`src/logic/otsc_pkg.sv`:
```
// Purpose: Shared constants and types for the output trim and spur configuration bank
// Assumes: Registers are bytes in the low lane of aligned 32-bit AHB-Lite words
// Notes: Byte address of a register is four times its index
`default_nettype none

package otsc_pkg;

  // ****************************************************************
  // Register indices and layout
  // ****************************************************************
  localparam int NREG = 12;
  localparam int IDX_W = 12;
  localparam int SLOT_W = 4;

  localparam int SL_DIFF = 0;
  localparam int SL_SE = 1;
  localparam int SL_TRIM_LO = 2;
  localparam int SL_TRIM_HI = 3;
  localparam int SL_A_CTL = 4;
  localparam int SL_A_MAG = 5;
  localparam int SL_A_PH_LO = 6;
  localparam int SL_A_PH_HI = 7;
  localparam int SL_B_CTL = 8;
  localparam int SL_B_MAG = 9;
  localparam int SL_B_PH_LO = 10;
  localparam int SL_B_PH_HI = 11;
  localparam int SL_STAT = 12;

  localparam logic [IDX_W-1:0] IDX_DIFF_DRIVER = 12'h0200;
  localparam logic [IDX_W-1:0] IDX_SINGLE_ENDED_DRIVER_SOURCE = 12'h0201;
  localparam logic [IDX_W-1:0] IDX_DAC_CURRENT_TRIM_LOW = 12'h040B;
  localparam logic [IDX_W-1:0] IDX_DAC_CURRENT_TRIM_HIGH = 12'h040C;
  localparam logic [IDX_W-1:0] IDX_SPUR_CHAN_A_CONTROL = 12'h0500;
  localparam logic [IDX_W-1:0] IDX_SPUR_CHAN_A_MAGNITUDE = 12'h0501;
  localparam logic [IDX_W-1:0] IDX_SPUR_CHAN_A_PHASE_LOW = 12'h0503;
  localparam logic [IDX_W-1:0] IDX_SPUR_CHAN_A_PHASE_HIGH = 12'h0504;
  localparam logic [IDX_W-1:0] IDX_SPUR_CHAN_B_CONTROL = 12'h0505;
  localparam logic [IDX_W-1:0] IDX_SPUR_CHAN_B_MAGNITUDE = 12'h0506;
  localparam logic [IDX_W-1:0] IDX_SPUR_CHAN_B_PHASE_LOW = 12'h0508;
  localparam logic [IDX_W-1:0] IDX_SPUR_CHAN_B_PHASE_HIGH = 12'h0509;
  localparam logic [IDX_W-1:0] IDX_STATUS = 12'h0511;

  localparam logic [IDX_W-1:0] REG_IDX [NREG] = '{
    IDX_DIFF_DRIVER, IDX_SINGLE_ENDED_DRIVER_SOURCE,
    IDX_DAC_CURRENT_TRIM_LOW, IDX_DAC_CURRENT_TRIM_HIGH,
    IDX_SPUR_CHAN_A_CONTROL, IDX_SPUR_CHAN_A_MAGNITUDE,
    IDX_SPUR_CHAN_A_PHASE_LOW, IDX_SPUR_CHAN_A_PHASE_HIGH,
    IDX_SPUR_CHAN_B_CONTROL, IDX_SPUR_CHAN_B_MAGNITUDE,
    IDX_SPUR_CHAN_B_PHASE_LOW, IDX_SPUR_CHAN_B_PHASE_HIGH};

  // Writable bits; everything else is reserved and reads zero
  localparam logic [7:0] REG_WMASK [NREG] = '{
    8'h13, 8'h01, 8'hFF, 8'h03, 8'hCF, 8'hFF,
    8'hFF, 8'h01, 8'hCF, 8'hFF, 8'hFF, 8'h01};

  // Doubler field comes up in its off code
  localparam logic [7:0] REG_RESET [NREG] = '{
    8'h01, 8'h00, 8'h00, 8'h00, 8'h00, 8'h00,
    8'h00, 8'h00, 8'h00, 8'h00, 8'h00, 8'h00};

  // ****************************************************************
  // Field positions and codes
  // ****************************************************************
  localparam int DIFF_INV_BIT = 4;
  localparam int SE_SRC_BIT = 0;
  localparam int SPUR_ON_BIT = 7;
  localparam int SPUR_GAIN_BIT = 6;
  localparam int SPUR_HARM_MSB = 3;
  localparam int ST_DBL_ON_BIT = 0;
  localparam int ST_DBL_BAD_BIT = 1;
  localparam int ST_A_ACT_BIT = 2;
  localparam int ST_B_ACT_BIT = 3;
  localparam logic [1:0] DBL_OFF = 2'h1;
  localparam logic [1:0] DBL_ON = 2'h2;
  localparam logic [1:0] HTRANS_NONSEQ = 2'h2;

  // ****************************************************************
  // Types
  // ****************************************************************
  typedef enum logic [1:0] {
    BUS_IDLE = 2'b00,
    BUS_WR = 2'b01,
    BUS_RD_WAIT = 2'b10,
    BUS_RD_DONE = 2'b11
  } otsc_bus_e;

  typedef struct packed {
    logic on;
    logic gain_x2;
    logic [3:0] harmonic;
    logic [7:0] magnitude;
    logic [8:0] phase;
    logic [8:0] amplitude;
  } otsc_spur_s;

  typedef struct packed {
    logic doubler_on;
    logic diff_output_invert;
    logic se_src_divided;
    logic [9:0] dac_trim;
    otsc_spur_s chan_a;
    otsc_spur_s chan_b;
  } otsc_cfg_s;

endpackage : otsc_pkg

`default_nettype wire

```
`src/logic/otsc_regs.sv`:
```
// Purpose: Output driver, DAC trim and spur channel configuration bank on AHB-Lite
// Assumes: diff_src, div_pre and div_post are produced by logic on mclk
// Notes: Writes take no wait state; reads insert one wait state
//
// What this block does
// - Doubler field code 01 means doubler off, code 10 means doubler on.
// - Select bit zero routes undivided divider input, one routes divider output.
// - DAC trim is ten bits: low byte at 0x040B, bits 9:8 at 0x040C.
// - Control bit 7 enables channel A cancellation; clear means inactive.
// - Control bit 7 enables channel B cancellation independently of channel A.
// - Bit 6 doubles cancelling gain and the smallest amplitude step.
// - Channel A bits 3:0 pick the target harmonic, one to fifteen.
// - Channel B bits 3:0 pick the target harmonic, one to fifteen.
// - Byte at 0x0501 linearly scales channel A magnitude.
// - Byte at 0x0506 linearly scales channel B magnitude.
// - Channel A phase offset is nine bits over 0x0503 and 0x0504.
// - Channel B phase offset is nine bits over 0x0508 and 0x0509.
// - Control bits 5:4 of both channels are reserved and do nothing.
// - Bit 4 inverts differential output polarity; bits 3:2 are reserved.
//
// Register access over AHB-Lite is this design's own decision.
`timescale 1ns/100ps
`default_nettype none

module otsc_regs (
  input wire logic mclk,
  input wire logic rst,
  input wire logic hsel,
  input wire logic [31:0] haddr,
  input wire logic [1:0] htrans,
  input wire logic hwrite,
  input wire logic [2:0] hsize,
  input wire logic [31:0] hwdata,
  input wire logic hready,
  output logic hreadyout,
  output logic [31:0] hrdata,
  output logic hresp,
  input wire logic diff_src,
  input wire logic div_pre,
  input wire logic div_post,
  output logic diff_drive,
  output logic se_drive,
  output otsc_pkg::otsc_cfg_s cfg
);

  // ****************************************************************
  // Helpers
  // ****************************************************************
  // Cancellation amplitude: magnitude times one or two, zero when off
  function automatic logic [8:0] spur_amp(input logic on, input logic gain_x2,
                                          input logic [7:0] magnitude);
    logic [8:0] amp;
    amp = {1'b0, magnitude};
    if (gain_x2) begin
      amp = {magnitude, 1'b0};
    end
    if (!on) begin
      amp = 9'h000;
    end
    return amp;
  endfunction : spur_amp

  // Maps a word index to {hit, slot}
  function automatic logic [otsc_pkg::SLOT_W:0] decode(input logic [otsc_pkg::IDX_W-1:0] idx);
    logic [otsc_pkg::SLOT_W:0] res;
    res = '0;
    for (int i = 0; i < otsc_pkg::NREG; i++) begin
      if (idx == otsc_pkg::REG_IDX[i]) begin
        res = {1'b1, i[otsc_pkg::SLOT_W-1:0]};
      end
    end
    if (idx == otsc_pkg::IDX_STATUS) begin
      res = {1'b1, 4'(otsc_pkg::SL_STAT)};
    end
    return res;
  endfunction : decode

  // ****************************************************************
  // AHB-Lite slave
  // ****************************************************************
  otsc_pkg::otsc_bus_e state;
  otsc_pkg::otsc_bus_e next_state;
  logic addr_phase;
  logic hit;
  logic [otsc_pkg::SLOT_W-1:0] slot;
  logic [otsc_pkg::SLOT_W:0] dec;
  logic [7:0] q [otsc_pkg::NREG];
  logic [7:0] status;
  logic [7:0] rd_byte;
  logic [otsc_pkg::NREG-1:0] wr_en;

  assign addr_phase = hsel && hready && htrans[1];
  assign dec = decode(haddr[otsc_pkg::IDX_W+1:2]);
  assign hreadyout = (state != otsc_pkg::BUS_RD_WAIT);
  assign hresp = 1'b0;

  always_comb begin
    next_state = otsc_pkg::BUS_IDLE;
    unique case (state)
      otsc_pkg::BUS_RD_WAIT: begin
        next_state = otsc_pkg::BUS_RD_DONE;
      end
      otsc_pkg::BUS_IDLE, otsc_pkg::BUS_WR, otsc_pkg::BUS_RD_DONE: begin
        if (addr_phase) begin
          next_state = hwrite ? otsc_pkg::BUS_WR : otsc_pkg::BUS_RD_WAIT;
        end
      end
    endcase
  end

  always_ff @(posedge mclk or posedge rst) begin
    if (rst) begin
      state <= otsc_pkg::BUS_IDLE;
    end else begin
      state <= next_state;
    end
  end

  // Address phase is captured only when a new transfer is accepted
  always_ff @(posedge mclk or posedge rst) begin
    if (rst) begin
      hit <= 1'b0;
      slot <= '0;
    end else if (hreadyout && addr_phase) begin
      hit <= dec[otsc_pkg::SLOT_W];
      slot <= dec[otsc_pkg::SLOT_W-1:0];
    end
  end

  // Status is read only; a write to it or to an unmapped word is dropped
  always_comb begin
    for (int i = 0; i < otsc_pkg::NREG; i++) begin
      wr_en[i] = (state == otsc_pkg::BUS_WR) && hit && (slot == i[otsc_pkg::SLOT_W-1:0]);
    end
  end

  generate
    for (genvar g = 0; g < otsc_pkg::NREG; g++) begin : g_reg
      otsc_cfg_byte #(
        .WMASK(otsc_pkg::REG_WMASK[g]),
        .RESET(otsc_pkg::REG_RESET[g])
      ) u_byte (
        .mclk(mclk),
        .rst(rst),
        .wr_en(wr_en[g]),
        .wdata(hwdata[7:0]),
        .q(q[g])
      );
    end
  endgenerate

  always_comb begin
    rd_byte = 8'h00;
    if (hit && (slot == 4'(otsc_pkg::SL_STAT))) begin
      rd_byte = status;
    end else if (hit) begin
      rd_byte = q[slot];
    end
  end

  // Read data is taken in the wait cycle, after any preceding write landed
  always_ff @(posedge mclk or posedge rst) begin
    if (rst) begin
      hrdata <= 32'h0000_0000;
    end else if (state == otsc_pkg::BUS_RD_WAIT) begin
      hrdata <= {24'h00_0000, rd_byte};
    end
  end

  // ****************************************************************
  // Configuration decode
  // ****************************************************************
  otsc_pkg::otsc_cfg_s next_cfg;
  logic [1:0] dbl_code;

  assign dbl_code = q[otsc_pkg::SL_DIFF][1:0];

  always_comb begin
    // Codes 00 and 11 are undefined and leave the doubler off
    next_cfg.doubler_on = (dbl_code == otsc_pkg::DBL_ON);
    next_cfg.diff_output_invert = q[otsc_pkg::SL_DIFF][otsc_pkg::DIFF_INV_BIT];
    next_cfg.se_src_divided = q[otsc_pkg::SL_SE][otsc_pkg::SE_SRC_BIT];
    next_cfg.dac_trim = {q[otsc_pkg::SL_TRIM_HI][1:0], q[otsc_pkg::SL_TRIM_LO]};
    next_cfg.chan_a.on = q[otsc_pkg::SL_A_CTL][otsc_pkg::SPUR_ON_BIT];
    next_cfg.chan_a.gain_x2 = q[otsc_pkg::SL_A_CTL][otsc_pkg::SPUR_GAIN_BIT];
    next_cfg.chan_a.harmonic = q[otsc_pkg::SL_A_CTL][otsc_pkg::SPUR_HARM_MSB:0];
    next_cfg.chan_a.magnitude = q[otsc_pkg::SL_A_MAG];
    next_cfg.chan_a.phase = {q[otsc_pkg::SL_A_PH_HI][0], q[otsc_pkg::SL_A_PH_LO]};
    next_cfg.chan_a.amplitude = spur_amp(next_cfg.chan_a.on, next_cfg.chan_a.gain_x2,
                                         next_cfg.chan_a.magnitude);
    next_cfg.chan_b.on = q[otsc_pkg::SL_B_CTL][otsc_pkg::SPUR_ON_BIT];
    next_cfg.chan_b.gain_x2 = q[otsc_pkg::SL_B_CTL][otsc_pkg::SPUR_GAIN_BIT];
    next_cfg.chan_b.harmonic = q[otsc_pkg::SL_B_CTL][otsc_pkg::SPUR_HARM_MSB:0];
    next_cfg.chan_b.magnitude = q[otsc_pkg::SL_B_MAG];
    next_cfg.chan_b.phase = {q[otsc_pkg::SL_B_PH_HI][0], q[otsc_pkg::SL_B_PH_LO]};
    next_cfg.chan_b.amplitude = spur_amp(next_cfg.chan_b.on, next_cfg.chan_b.gain_x2,
                                         next_cfg.chan_b.magnitude);
  end

  always_ff @(posedge mclk or posedge rst) begin
    if (rst) begin
      cfg <= '0;
    end else begin
      cfg <= next_cfg;
    end
  end

  // Status: effective doubler, undefined doubler code, channels cancelling
  always_comb begin
    status = 8'h00;
    status[otsc_pkg::ST_DBL_ON_BIT] = cfg.doubler_on;
    status[otsc_pkg::ST_DBL_BAD_BIT] = (dbl_code != otsc_pkg::DBL_ON)
                                       && (dbl_code != otsc_pkg::DBL_OFF);
    status[otsc_pkg::ST_A_ACT_BIT] = cfg.chan_a.on && (cfg.chan_a.harmonic != 4'h0);
    status[otsc_pkg::ST_B_ACT_BIT] = cfg.chan_b.on && (cfg.chan_b.harmonic != 4'h0);
  end

  // ****************************************************************
  // Output drivers
  // ****************************************************************
  always_ff @(posedge mclk or posedge rst) begin
    if (rst) begin
      diff_drive <= 1'b0;
    end else begin
      diff_drive <= diff_src ^ cfg.diff_output_invert;
    end
  end

  always_ff @(posedge mclk or posedge rst) begin
    if (rst) begin
      se_drive <= 1'b0;
    end else begin
      se_drive <= cfg.se_src_divided ? div_post : div_pre;
    end
  end
endmodule : otsc_regs

`default_nettype wire

```
`src/logic/otsc_cfg_byte.sv`:
```
// Purpose: One byte-wide configuration register with a writable-bit mask
// Assumes: Write enable and data come from logic on mclk
// Notes: Bits outside the mask hold zero and ignore writes
`timescale 1ns/100ps
`default_nettype none

module otsc_cfg_byte #(
  parameter logic [7:0] WMASK = 8'hFF,
  parameter logic [7:0] RESET = 8'h00
) (
  input wire logic mclk,
  input wire logic rst,
  input wire logic wr_en,
  input wire logic [7:0] wdata,
  output logic [7:0] q
);

  always_ff @(posedge mclk or posedge rst) begin
    if (rst) begin
      q <= RESET & WMASK;
    end else if (wr_en) begin
      q <= wdata & WMASK;
    end
  end

endmodule : otsc_cfg_byte

`default_nettype wire

```
`config.mk`:
```
export PLATFORM = sky130hd
export DESIGN_NAME = otsc_regs
export DESIGN_NICKNAME = d
export VERILOG_FILES = /design/src/logic/otsc_pkg.sv /design/src/logic/otsc_regs.sv /design/src/logic/otsc_cfg_byte.sv
export SDC_FILE = /design/constraint.sdc
export NUM_CORES = 1
export LEC_CHECK = 0
export ABC_AREA = 1
export BUFFER_PORTS_ARGS = -buffer_cell sky130_fd_sc_hd__buf_2
export CORE_UTILIZATION = 45
export CTS_CLUSTER_SIZE = 28
export DETAILED_ROUTE_END_ITERATION = 12
export PLACE_DENSITY = 0.69
export SYNTH_ARGS = -nofsm -noshare
export SYNTH_HDL_FRONTEND = slang
export SYNTH_SLANG_ARGS = --single-unit
```
`constraint.sdc`:
```
create_clock -name mclk -period 8.4 [get_ports mclk]
set_clock_uncertainty 0.05 [all_clocks]
set_input_delay 1.68 -clock mclk [delete_from_list [all_inputs] [get_ports mclk]]
set_output_delay 1.68 -clock mclk [all_outputs]
set_load 0.1 [all_outputs]
```
==> reports/qor.yml, run 1 <==
synthesis:
  synth-main-ff-cell: "dfrtp_1"
  post-synth-top-count-cell: "nand2_1"
  synth.avg_cell_area_um2: 9.55
  ys_seq_elements: 154
  netlist.area_leader.share_pct: 61.1
  synthArstFlopShare_pct: 100
  synth_top_cell_by_area: "dfrtp_1"
  ys_warn_count: 0
  synth_top_cells_by_area: "dfrtp_1, nand2_1, o21ai_1"
  synth_enable_flop_cells: 0
  seq_area_frac_synth_pct: 61.5
  synth_area_mm2: 0.00626
  ys_top_cells_by_count: "nand2_1, dfrtp_1, nor2_1, o21ai_1, inv_1"
  yosysUniqueCellTypes: 31
  syn_inst: 656
power:
  pwr-share-comb_pct: 40.9
  total_power_uw: 2900
  cellPowerDensity_mw_per_mm2: 392
  p_switching_uw: 1410
  vdd_ir_drop_max_uv: 191
  p_leak_uw: 0.00359
  p_int_uw: 1500
  switching_share_pct: 48.4
  clock_power_share_pct: 24.7
  pwr-share-seq_pct: 34.4
placement:
  gp_congestion: 0.875
  numPortBuffers: 116
  hpwl_um: 9820
  dpl-instance-area_mm2: 0.00683
drt:
  wirelength_um: 14100
  ant_nets: 0
  drc: 0
  drt_iter0_markers: 359
  avgRoutedWirePerCell_um: 14.7
  dr.pass1.iters: 5
  vias: 4819
  routed_via_density: 5.03
timing:
  clock.fmax_mhz: 291
  hold_violations: 0
  slew_headroom_pct: 34.3
  min_period_ns: 3.44
  fin_crit_sh_pct: 41.0
  slew_violations: 0
  rsz0062_at_grt: "false"
  setup_viol: 0
  fin_setup_tns_ns: 0
  worst_pin_slew_ns: 0.985
clock_tree:
  ctsLongestPathBuffers: 2
  clk_pin_slew_ns: 0.06
  clk_latency_ns: 0.42
  cts_setup_buffers: 0
  htree_num_levels: 4
  numCtsBuffers: 17
  cts_num_sinks: 154
  postCtsHoldBufs: 0
  cts_tree: "yes"
  ctsResizeCount: 0
  cts_root_buf: "clkbuf_16"
die:
  die_h_um: 120
  die_x_um: 120
  start_util_pct: 46.7
  ios: 190
  num_rows: 42
  die-area_mm2: 0.0144
  core_area_mm2: 0.0134
worst_setup_path:
  critPathKind: "reg -> out"
  path_max_fanout: 10
  crit_path_start_kind: "register"
  cp-end-kind: "output port"
  cp.arrival_ns: 1.71
  cp.required_ns: 6.67
final_layout:
  fin_area_mm2: 0.00740
  fillerInstances: 1207
  final_core_util_pct: 55.2
  diodes: 0
  drive_above_1_share_pct: 21.6
  nNetsFinal: 848
  area_delta_synth_final_pct: 18.1
global_route:
  grt-ovfl-total: 0
  grt_first_pass_wirelength_um: 22700
  grt_max_degree: 81
  antenna_found_initial: 0
  track_usage_pct: 20.6
  grt_pass1_vias: 4591
status:
  status: "complete, no violations"
run:
  maxCapViolCount: 0
worst_hold_path:
  hold_path_class: "reg -> reg"
cells by family after synthesis:
group                    share of synthesized area [%]
buffers and inverters                             8.35
flip-flops                                        61.5
other                                           0.0599
AO/OA/AOI/OAI                                     8.73
XOR/XNOR                                         0.140
multiplexers                                     0.180
adder cells (fa/ha/maj)                          0.200
AND/OR/NAND/NOR                                   20.8
flip-flops by register name (all words and copies together) (netlist names):
name and cells:
g.u_byte.q 60, hit 1, state 2, slot 4
se_drive 1, cfg 77, hrdata 8, diff_drive 1
placed cells by master (no fill, tap or decap), types with 2 or more instances in the layout:
| master | instances |
|---|---|
| nand3_1 | 38 |
| nor3_1 | 5 |
| inv_6 | 2 |
| a22o_1 | 3 |
| clkbuf_8 | 4 |
| conb_1 | 25 |
| o21ai_0 | 30 |
| inv_2 | 4 |
| nor2_1 | 56 |
| o211ai_1 | 2 |
| nand2_1 | 175 |
| dfrtp_1 | 153 |
| nand3_4 | 2 |
| clkinv_2 | 4 |
| a22oi_1 | 2 |
| o21ai_1 | 54 |
| nand3_2 | 4 |
| a21oi_1 | 14 |
| buf_2 | 116 |
| clkbuf_1 | 4 |
| nor2_4 | 5 |
| nand4_1 | 6 |
| inv_1 | 44 |
| clkbuf_16 | 17 |
| nor2_2 | 3 |
routing by layer:
layer	up-vias	global-route usage [%]	wire length (um)
met2	194	33.7	6770
met1	2284	26.4	5990
met3	34	4.66	931
met5	-	0	0
li1	2307	-	-
met4	0	8.91	389
power by group through the flow:
stage / Sequential [uW] / Clock [uW] / Combinational [uW]
floorplan: 1690 / 0 / 319
global placement: 1000 / 0 / 1180
detailed placement: 1010 / 0 / 1190
CTS: 998 / 729 / 1190
global route: 1010 / 760 / 1240
finish: 997 / 716 / 1190
critical path: stages (launching register included):
cell	delay, ns
dfrtp_1	0.38
nor2_2	0.36
inv_2	0.20
buf_2	0.34
through the flow:
stage / std cells / hold WS [ns] / setup slack [ns]
final: 959 / 0.352 / 4.96
after global routing: 959 / 0.372 / 4.86
after CTS: 959 / 0.353 / 4.92
after detailed placement: 927 / 0.345 / 5.01
after global placement: 927 / 0.334 / 5.06
after floorplan: 680 / 0.302 / 2.52
final cells by class:
class                      count  area (um2)  share of cell area, %
sequential                   154        3850                   52.1
multi-input combinational    430        1980                   26.7
timing repair buffer         117         588                   7.95
clock buffer                  25         495                   6.70
tap                          176         220                   2.98
inverter                      50         195                   2.64
clock inverter                 7        66.3                  0.897
worst paths after layout:
kind / start / endpoint / slack, ns / depth (start not counted)
setup reg to reg: hit / g_reg[6].u_byte.q[3] / 6.21 / 5
setup / recovery: state[0] / hreadyout / 4.96 / 3
hold reg to reg: g_reg[4].u_byte.q[0] / cfg[58] / 0.35 / 0
max in group asynchronous: rst / cfg[4] / 5.53 / 3
hold / removal: g_reg[4].u_byte.q[0] / cfg[58] / 0.35 / 0
min in group asynchronous: rst / cfg[44] / 1.32 / 2
Power figures use the tool's default switching activity.
==> run 2: changes to the inputs <==
PLACE_DENSITY = 0.72   (was 0.69)
clock period = 3.1 ns   (was 8.4 ns; I/O delays follow)
==> reports/qor.yml, run 2 (synthesis gave the netlist of run 1 again) <==
drt:
  wirelength_um: 14200  # was 14100 um
  dr.pass1.iters: 5  # unchanged
  drt_iter0_markers: 331  # was 359
  ant_nets: 0  # unchanged
  drc: 0  # unchanged
  avgRoutedWirePerCell_um: 14.7  # about the same
  routed_via_density: 4.89  # was 5.03
  vias: 4704  # was 4819
power:
  cellPowerDensity_mw_per_mm2: 1080  # was 392 mW/mm2
  p_leak_uw: 0.00362  # was 0.00359 uW
  vdd_ir_drop_max_uv: 550  # was 191 uV
final_layout:
  drive_above_1_share_pct: 22.1  # was 21.6%
  largest_reg_flops: 77  # unchanged
  seq_area_mm2: 0.00385  # unchanged
  layout_common_cells: "nand2_1, dfrtp_1, buf_2, nor2_1, o21ai_1"  # unchanged
  nNetsFinal: 851  # was 848
  final_core_util_pct: 55.8  # was 55.2%
  diodes: 0  # unchanged
  regMostFlops: "cfg"  # unchanged
  top_regs: "cfg (77), g.u_byte.q (60), hrdata (8)"  # unchanged
  multi_input_area_mm2: 0.00198  # unchanged
  fillerInstances: 1180  # was 1207
  area_delta_synth_final_pct: 19.5  # was 18.1%
  final_common_cell: "nand2_1"  # unchanged
worst_setup_path:
  path_max_fanout: 10  # unchanged
  critPathKind: "reg -> out"  # unchanged
  crit_path_cell_trace: "inv_1 > nor2_2 > inv_2 > buf_2"  # was nor2_2 > inv_2 > buf_2
  cp.required_ns: 2.43  # was 6.67 ns
  reg2reg_slack_ns: 1.04  # was 6.21 ns
  max_stage_delay_ns: 0.37  # was 0.38 ns
  crit_path_start_kind: "register"  # unchanged
  setup.worst_path.end: "hreadyout"  # unchanged
  cpMaxStageDelayCell: "dfrtp_1"  # unchanged
  worstReg2RegStart: "slot[1]"  # was hit
  cp-end-kind: "output port"  # unchanged
  cp.arrival_ns: 1.78  # was 1.71 ns
  worstRegToRegCells: 5  # unchanged
  crit_start: "state[1]"  # was state[0]
  reg2reg_to: "hrdata[6]"  # was g_reg[6].u_byte.q[3]
clock_tree:
  cts_root_buf: "clkbuf_16"  # unchanged
  cts_num_sinks: 154  # unchanged
  postCtsHoldBufs: 0  # unchanged
  ctsResizeCount: 0  # unchanged
  numCtsBuffers: 17  # unchanged
  clk_latency_ns: 0.41  # was 0.42 ns
  htree_num_levels: 4  # unchanged
  cts_tree: "yes"  # unchanged
  clk_pin_slew_ns: 0.06  # about the same
  cts_setup_buffers: 0  # unchanged
  ctsLongestPathBuffers: 2  # unchanged
die:
  start_util_pct: 46.7  # unchanged
  ios: 190  # unchanged
  die_h_um: 120  # unchanged
  core_area_mm2: 0.0134  # unchanged
  num_rows: 42  # unchanged
  die-area_mm2: 0.0144  # unchanged
  die_x_um: 120  # unchanged
placement:
  numPortBuffers: 116  # unchanged
  hpwl_um: 9830  # was 9820 um
  post-place-ws_ns: 1.06  # was 5.01 ns
  gp_congestion: 0.849  # was 0.875
timing:
  hold_violations: 0  # unchanged
  slew_headroom_pct: 61.0  # was 34.3%
  worst_pin_slew_ns: 0.585  # was 0.985 ns
  fin_setup_tns_ns: 0  # unchanged
  whs_ns: 0.269  # was 0.352 ns
  min_period_ns: 2.45
  finalWorstSetupSlack_ns: 0.654  # was 4.96 ns
  slew_violations: 0  # unchanged
  rsz0062_at_grt: "false"  # unchanged
  fin_crit_sh_pct: 78.9
  clock.fmax_mhz: 409
  setup_viol: 0  # unchanged
global_route:
  grt_first_pass_wirelength_um: 23000  # was 22700 um
  grt-busiest-layer: "met2"  # unchanged
  track_usage_pct: 21.0  # was 20.6%
  grtUsageMet2_pct: 34.6  # was 33.7%
  gr-usage-met1_pct: 26.9  # was 26.4%
  grt-ovfl-total: 0  # unchanged
  antenna_found_initial: 0  # unchanged
  met3_usage_pct: 4.94  # was 4.66%
  grt_pass1_vias: 4518  # was 4591
  grt_max_degree: 75  # was 81
status:
  status: "complete, no violations"  # unchanged
worst_hold_path:
  hold_path_class: "in -> async"  # was reg -> reg
run:
  maxCapViolCount: 0  # unchanged
run 2: changes by cell type in the layout (fill, tap and decap cells not counted):
cell,change
clkbuf_1,-2
clkinv_2,-2
buf_4,+2
clkinvlp_4,+3
clkbuf_8,-1
bufinv_16,+2
inv_6,-1
buf_12,+1
clkinv_4,+1
run 2: metal layers:
metal	wire length (um)	vias to the layer above
li1	-	2306
met1	6200	2199
met2	6890	175
met3	775	24
met4	318	0
met5	0	-
run 2: critical path, delay by kind of cell, from the launching register on:
kind | cells | cell delay (ns)
buffers and inverters | 3 | 0.63
flip-flops | 1 | 0.37
AND/OR/NAND/NOR | 1 | 0.37
run 2: report_power, final:
part           switching, uW  total [uW]  internal (uW)
Sequential               308        2710           2400
Clock                    781        2110           1330
Combinational           2750        3230            471
run 2: layout make-up:
class / count / share of cell area, %
clock buffers: 22 / 6.34
clock inverters: 10 / 1.87
inverters: 50 / 2.59
multi-input cells: 430 / 26.4
flip-flops and latches: 154 / 51.5
well taps: 176 / 2.94
repair buffers: 120 / 8.33
run 2: how the worst min path moves through the flow:
stage | to | startpoint | cells past startpoint | slack (ns)
2_1_floorplan | cfg[31] | g_reg[8].u_byte.q[7] | 0 | 0.30
3_3_place_gp | cfg[59] | g_reg[4].u_byte.q[1] | 0 | 0.34
3_5_place_dp | cfg[59] | g_reg[4].u_byte.q[1] | 0 | 0.34
4_1_cts | cfg[53] | rst | 3 | 0.29
5_1_grt | cfg[37] | rst | 3 | 0.31
6_report | cfg[53] | rst | 3 | 0.27
run 2: metrics by stage:
stage	instance area, um2	power (uW)	instances
2_1_floorplan	6360	5440	680
3_3_place_gp	6870	5930	930
3_5_place_dp	6870	5960	930
4_1_cts	7480	8080	962
5_1_grt	7480	8370	962
6_report	7480	8050	962
==> run 3: changes to the inputs <==
ABC_AREA = 0   (was 1)
clock period = 2 ns   (was 3.1 ns; I/O delays follow)
==> reports/qor.yml, run 3 <==
status:
  status: "complete, no violations"  # unchanged
worst_setup_path:
  reg2reg_to: "g_reg[6].u_byte.q[3]"  # was hrdata[6]
  critPathKind: "reg -> out"  # unchanged
  path_max_fanout: 7  # was 10
  cp.required_ns: 1.55  # was 2.43 ns
  crit_start: "state[1]"  # unchanged
  worstRegToRegCells: 5  # unchanged
  cp-end-kind: "output port"  # unchanged
  cp.arrival_ns: 1.43  # was 1.78 ns
  reg2reg_slack_ns: 0.17  # was 1.04 ns
  crit_path_start_kind: "register"  # unchanged
  worstReg2RegStart: "hit"  # was slot[1]
timing:
  hold_violations: 0  # unchanged
  whs_ns: 0.117  # was 0.269 ns
  setup_viol: 0  # unchanged
  slew_headroom_pct: 59.7  # was 61.0%
  fin_setup_tns_ns: 0  # unchanged
  worst_pin_slew_ns: 0.596  # was 0.585 ns
  rsz0062_at_grt: "false"  # unchanged
  fin_crit_sh_pct: 94.1
  min_period_ns: 1.88
  slew_violations: 0  # unchanged
  finalWorstSetupSlack_ns: 0.118  # was 0.654 ns
  clock.fmax_mhz: 531
worst_hold_path:
  hold_path_class: "in -> reg"  # was in -> async
  worstHoldStart: "diff_src"
  hold_path_end: "diff_drive"
  hold_depth: 2
placement:
  post-place-ws_ns: 0.214  # was 1.06 ns
  dp.cells: 748  # was 930
  hpwl_um: 9300  # was 9830 um
  gp_congestion: 0.922  # was 0.849
  numPortBuffers: 116  # unchanged
drt:
  drt_iter0_markers: 245  # was 331
  drc: 0  # unchanged
  dr.pass1.iters: 4  # was 5
  met1_length_um: 5980  # was 6200 um
  avgRoutedWirePerCell_um: 17.3  # was 14.7 um
  highest_layer: "met4"  # unchanged
  vias: 4077  # was 4704
  dr_wl_met2_um: 6460  # was 6890 um
  ant_nets: 0  # unchanged
  wirelength_um: 13500  # was 14200 um
  routed_via_density: 5.23  # was 4.89
  met3_length_um: 708  # was 775 um
global_route:
  grt-ovfl-total: 0  # unchanged
  grt_pass1_vias: 3938  # was 4518
  track_usage_pct: 20.0  # was 21.0%
  grt_max_degree: 59  # was 75
  antenna_found_initial: 0  # unchanged
  grt_first_pass_wirelength_um: 21400  # was 23000 um
die:
  start_util_pct: 46.4  # was 46.7%
  num_rows: 42  # unchanged
  core_area_mm2: 0.0133  # was 0.0134 mm2
  ios: 190  # unchanged
  die_x_um: 119  # was 120 um
  die-area_mm2: 0.0142  # was 0.0144 mm2
  die_h_um: 119  # was 120 um
final_layout:
  layout_common_cells: "dfrtp_1, buf_2, mux2_2, conb_1"  # was nand2_1, dfrtp_1, buf_2, nor2_1, o21ai_1
  top_regs: "cfg (77), g.u_byte.q (60), hrdata (8)"  # unchanged
  fillerInstances: 1119  # was 1180
  diodes: 0  # unchanged
  area_delta_synth_final_pct: 22.4  # was 19.5%
  nNetsFinal: 670  # was 851
  largest_reg_flops: 77  # unchanged
  final_common_cell: "dfrtp_1"  # was nand2_1
  finalNonFillerCells: 779  # was 962
  regMostFlops: "cfg"  # unchanged
  drive_above_1_share_pct: 39.8  # was 22.1%
synthesis:
  syn_inst: 458  # was 656
  yosysUniqueCellTypes: 49  # was 31
  ys_seq_elements: 154  # unchanged
  post-synth-top-count-cell: "dfrtp_1"  # was nand2_1
  ys_top_cells_by_count: "dfrtp_1, mux2_2, buf_4, mux2i_1, o21ai_0"  # was nand2_1, dfrtp_1, nor2_1, o21ai_1, inv_1
  synth_enable_flop_cells: 0  # unchanged
  netlist.area_leader.share_pct: 61.8  # was 61.1%
  synth.avg_cell_area_um2: 13.5  # was 9.55 um2
  synthArstFlopShare_pct: 100  # unchanged
  synth_area_mm2: 0.00619  # was 0.00626 mm2
  seq_area_frac_synth_pct: 62.3  # was 61.5%
  synth_top_cells_by_area: "dfrtp_1, mux2_2, mux2i_1"  # was dfrtp_1, nand2_1, o21ai_1
  synth-main-ff-cell: "dfrtp_1"  # unchanged
  ys_warn_count: 0  # unchanged
  synth_top_cell_by_area: "dfrtp_1"  # unchanged
clock_tree:
  cts_root_buf: "clkbuf_16"  # unchanged
  cts_setup_buffers: 0  # unchanged
  numCtsBuffers: 17  # unchanged
  ctsLongestPathBuffers: 2  # unchanged
  cts_num_sinks: 154  # unchanged
  clk_latency_ns: 0.41  # about the same
  postCtsHoldBufs: 1  # was 0
  clk_pin_slew_ns: 0.06  # about the same
  ctsResizeCount: 0  # unchanged
  cts_tree: "yes"  # unchanged
  htree_num_levels: 4  # unchanged
run:
  maxCapViolCount: 0  # unchanged
power:
  vdd_ir_drop_max_uv: 623  # was 550 uV
  p_leak_uw: 0.00376  # was 0.00362 uW
  cellPowerDensity_mw_per_mm2: 1340  # was 1080 mW/mm2
-- run 3: cell types whose count changed in the layout (fill, tap and decap cells not counted), sizes merged, moves of 5 or more --
| cell | previous run | this run |
|---|---|---|
| buf | 120 | 132 |
| nand2 | 176 | 22 |
| o21ai | 84 | 23 |
| a31oi | 0 | 6 |
| nor2b | 0 | 16 |
| nand2b | 0 | 8 |
| nor2 | 65 | 16 |
| mux2 | 1 | 68 |
| mux2i | 0 | 23 |
| inv | 50 | 7 |
| nand3 | 44 | 13 |
| nand4 | 6 | 1 |
-- run 3: critical path, stage by stage (launching register included) --
cell	delay [ns]
dfrtp_1	0.42
and2b_1	0.25
inv_1	0.16
buf_12	0.19
-- run 3: worst max-delay path by stage --
| stage | endpoint | slack (ns) |
|---|---|---|
| 2_1_floorplan | cfg[0] | -0.39 |
| 3_3_place_gp | hrdata[0] | 0.24 |
| 3_5_place_dp | hrdata[0] | 0.21 |
| 4_1_cts | hreadyout | 0.1 |
| 5_1_grt | hreadyout | 0.04 |
| 6_report | hreadyout | 0.12 |
-- run 3: through the flow --
stage	util [%]	total power [uW]	instance area (um2)
after floorplan	-	6420	6290
after global placement	52.3	6960	6980
after detailed placement	52.3	7010	6980
after CTS	56.8	10200	7580
after global routing	56.8	10500	7580
final	56.8	10200	7580
-- run 3: report_power, final --
part | switching, uW | internal [uW]
clock | 1160 | 2050
combinational | 2480 | 622
sequential | 354 | 3520
total | 4000 | 6180
-- run 3: layout make-up --
cell class | instances | area [um2] | share of cell area [%]
repair buffers | 133 | 751 | 9.90
flip-flops and latches | 154 | 3850 | 50.9
well taps | 176 | 220 | 2.90
multi-input cells | 278 | 2130 | 28.1
inverters | 8 | 33.8 | 0.446
clock buffers | 23 | 478 | 6.30
clock inverters | 7 | 116 | 1.53
-- run 3: routing by layer --
metal  global-route usage [%]  vias to the layer above
li1                         -                     1851
met1                     26.6                     2053
met2                     31.1                      150
met3                     4.31                       23
met4                     9.69                        0
met5                        0                        -
-- run 3: cell families (layout without fill, tap and decap cells) --
group	count (synthesis)	count (layout)	synth area share [%]
compound gates	64	64	6.34
xor+xnor	1	1	0.141
fa+ha+maj	1	1	0.202
buf+inv	50	171	4.85
flops	154	154	62.3
mux	94	94	17.3
other cells	1	25	0.0606
simple gates	93	93	8.85
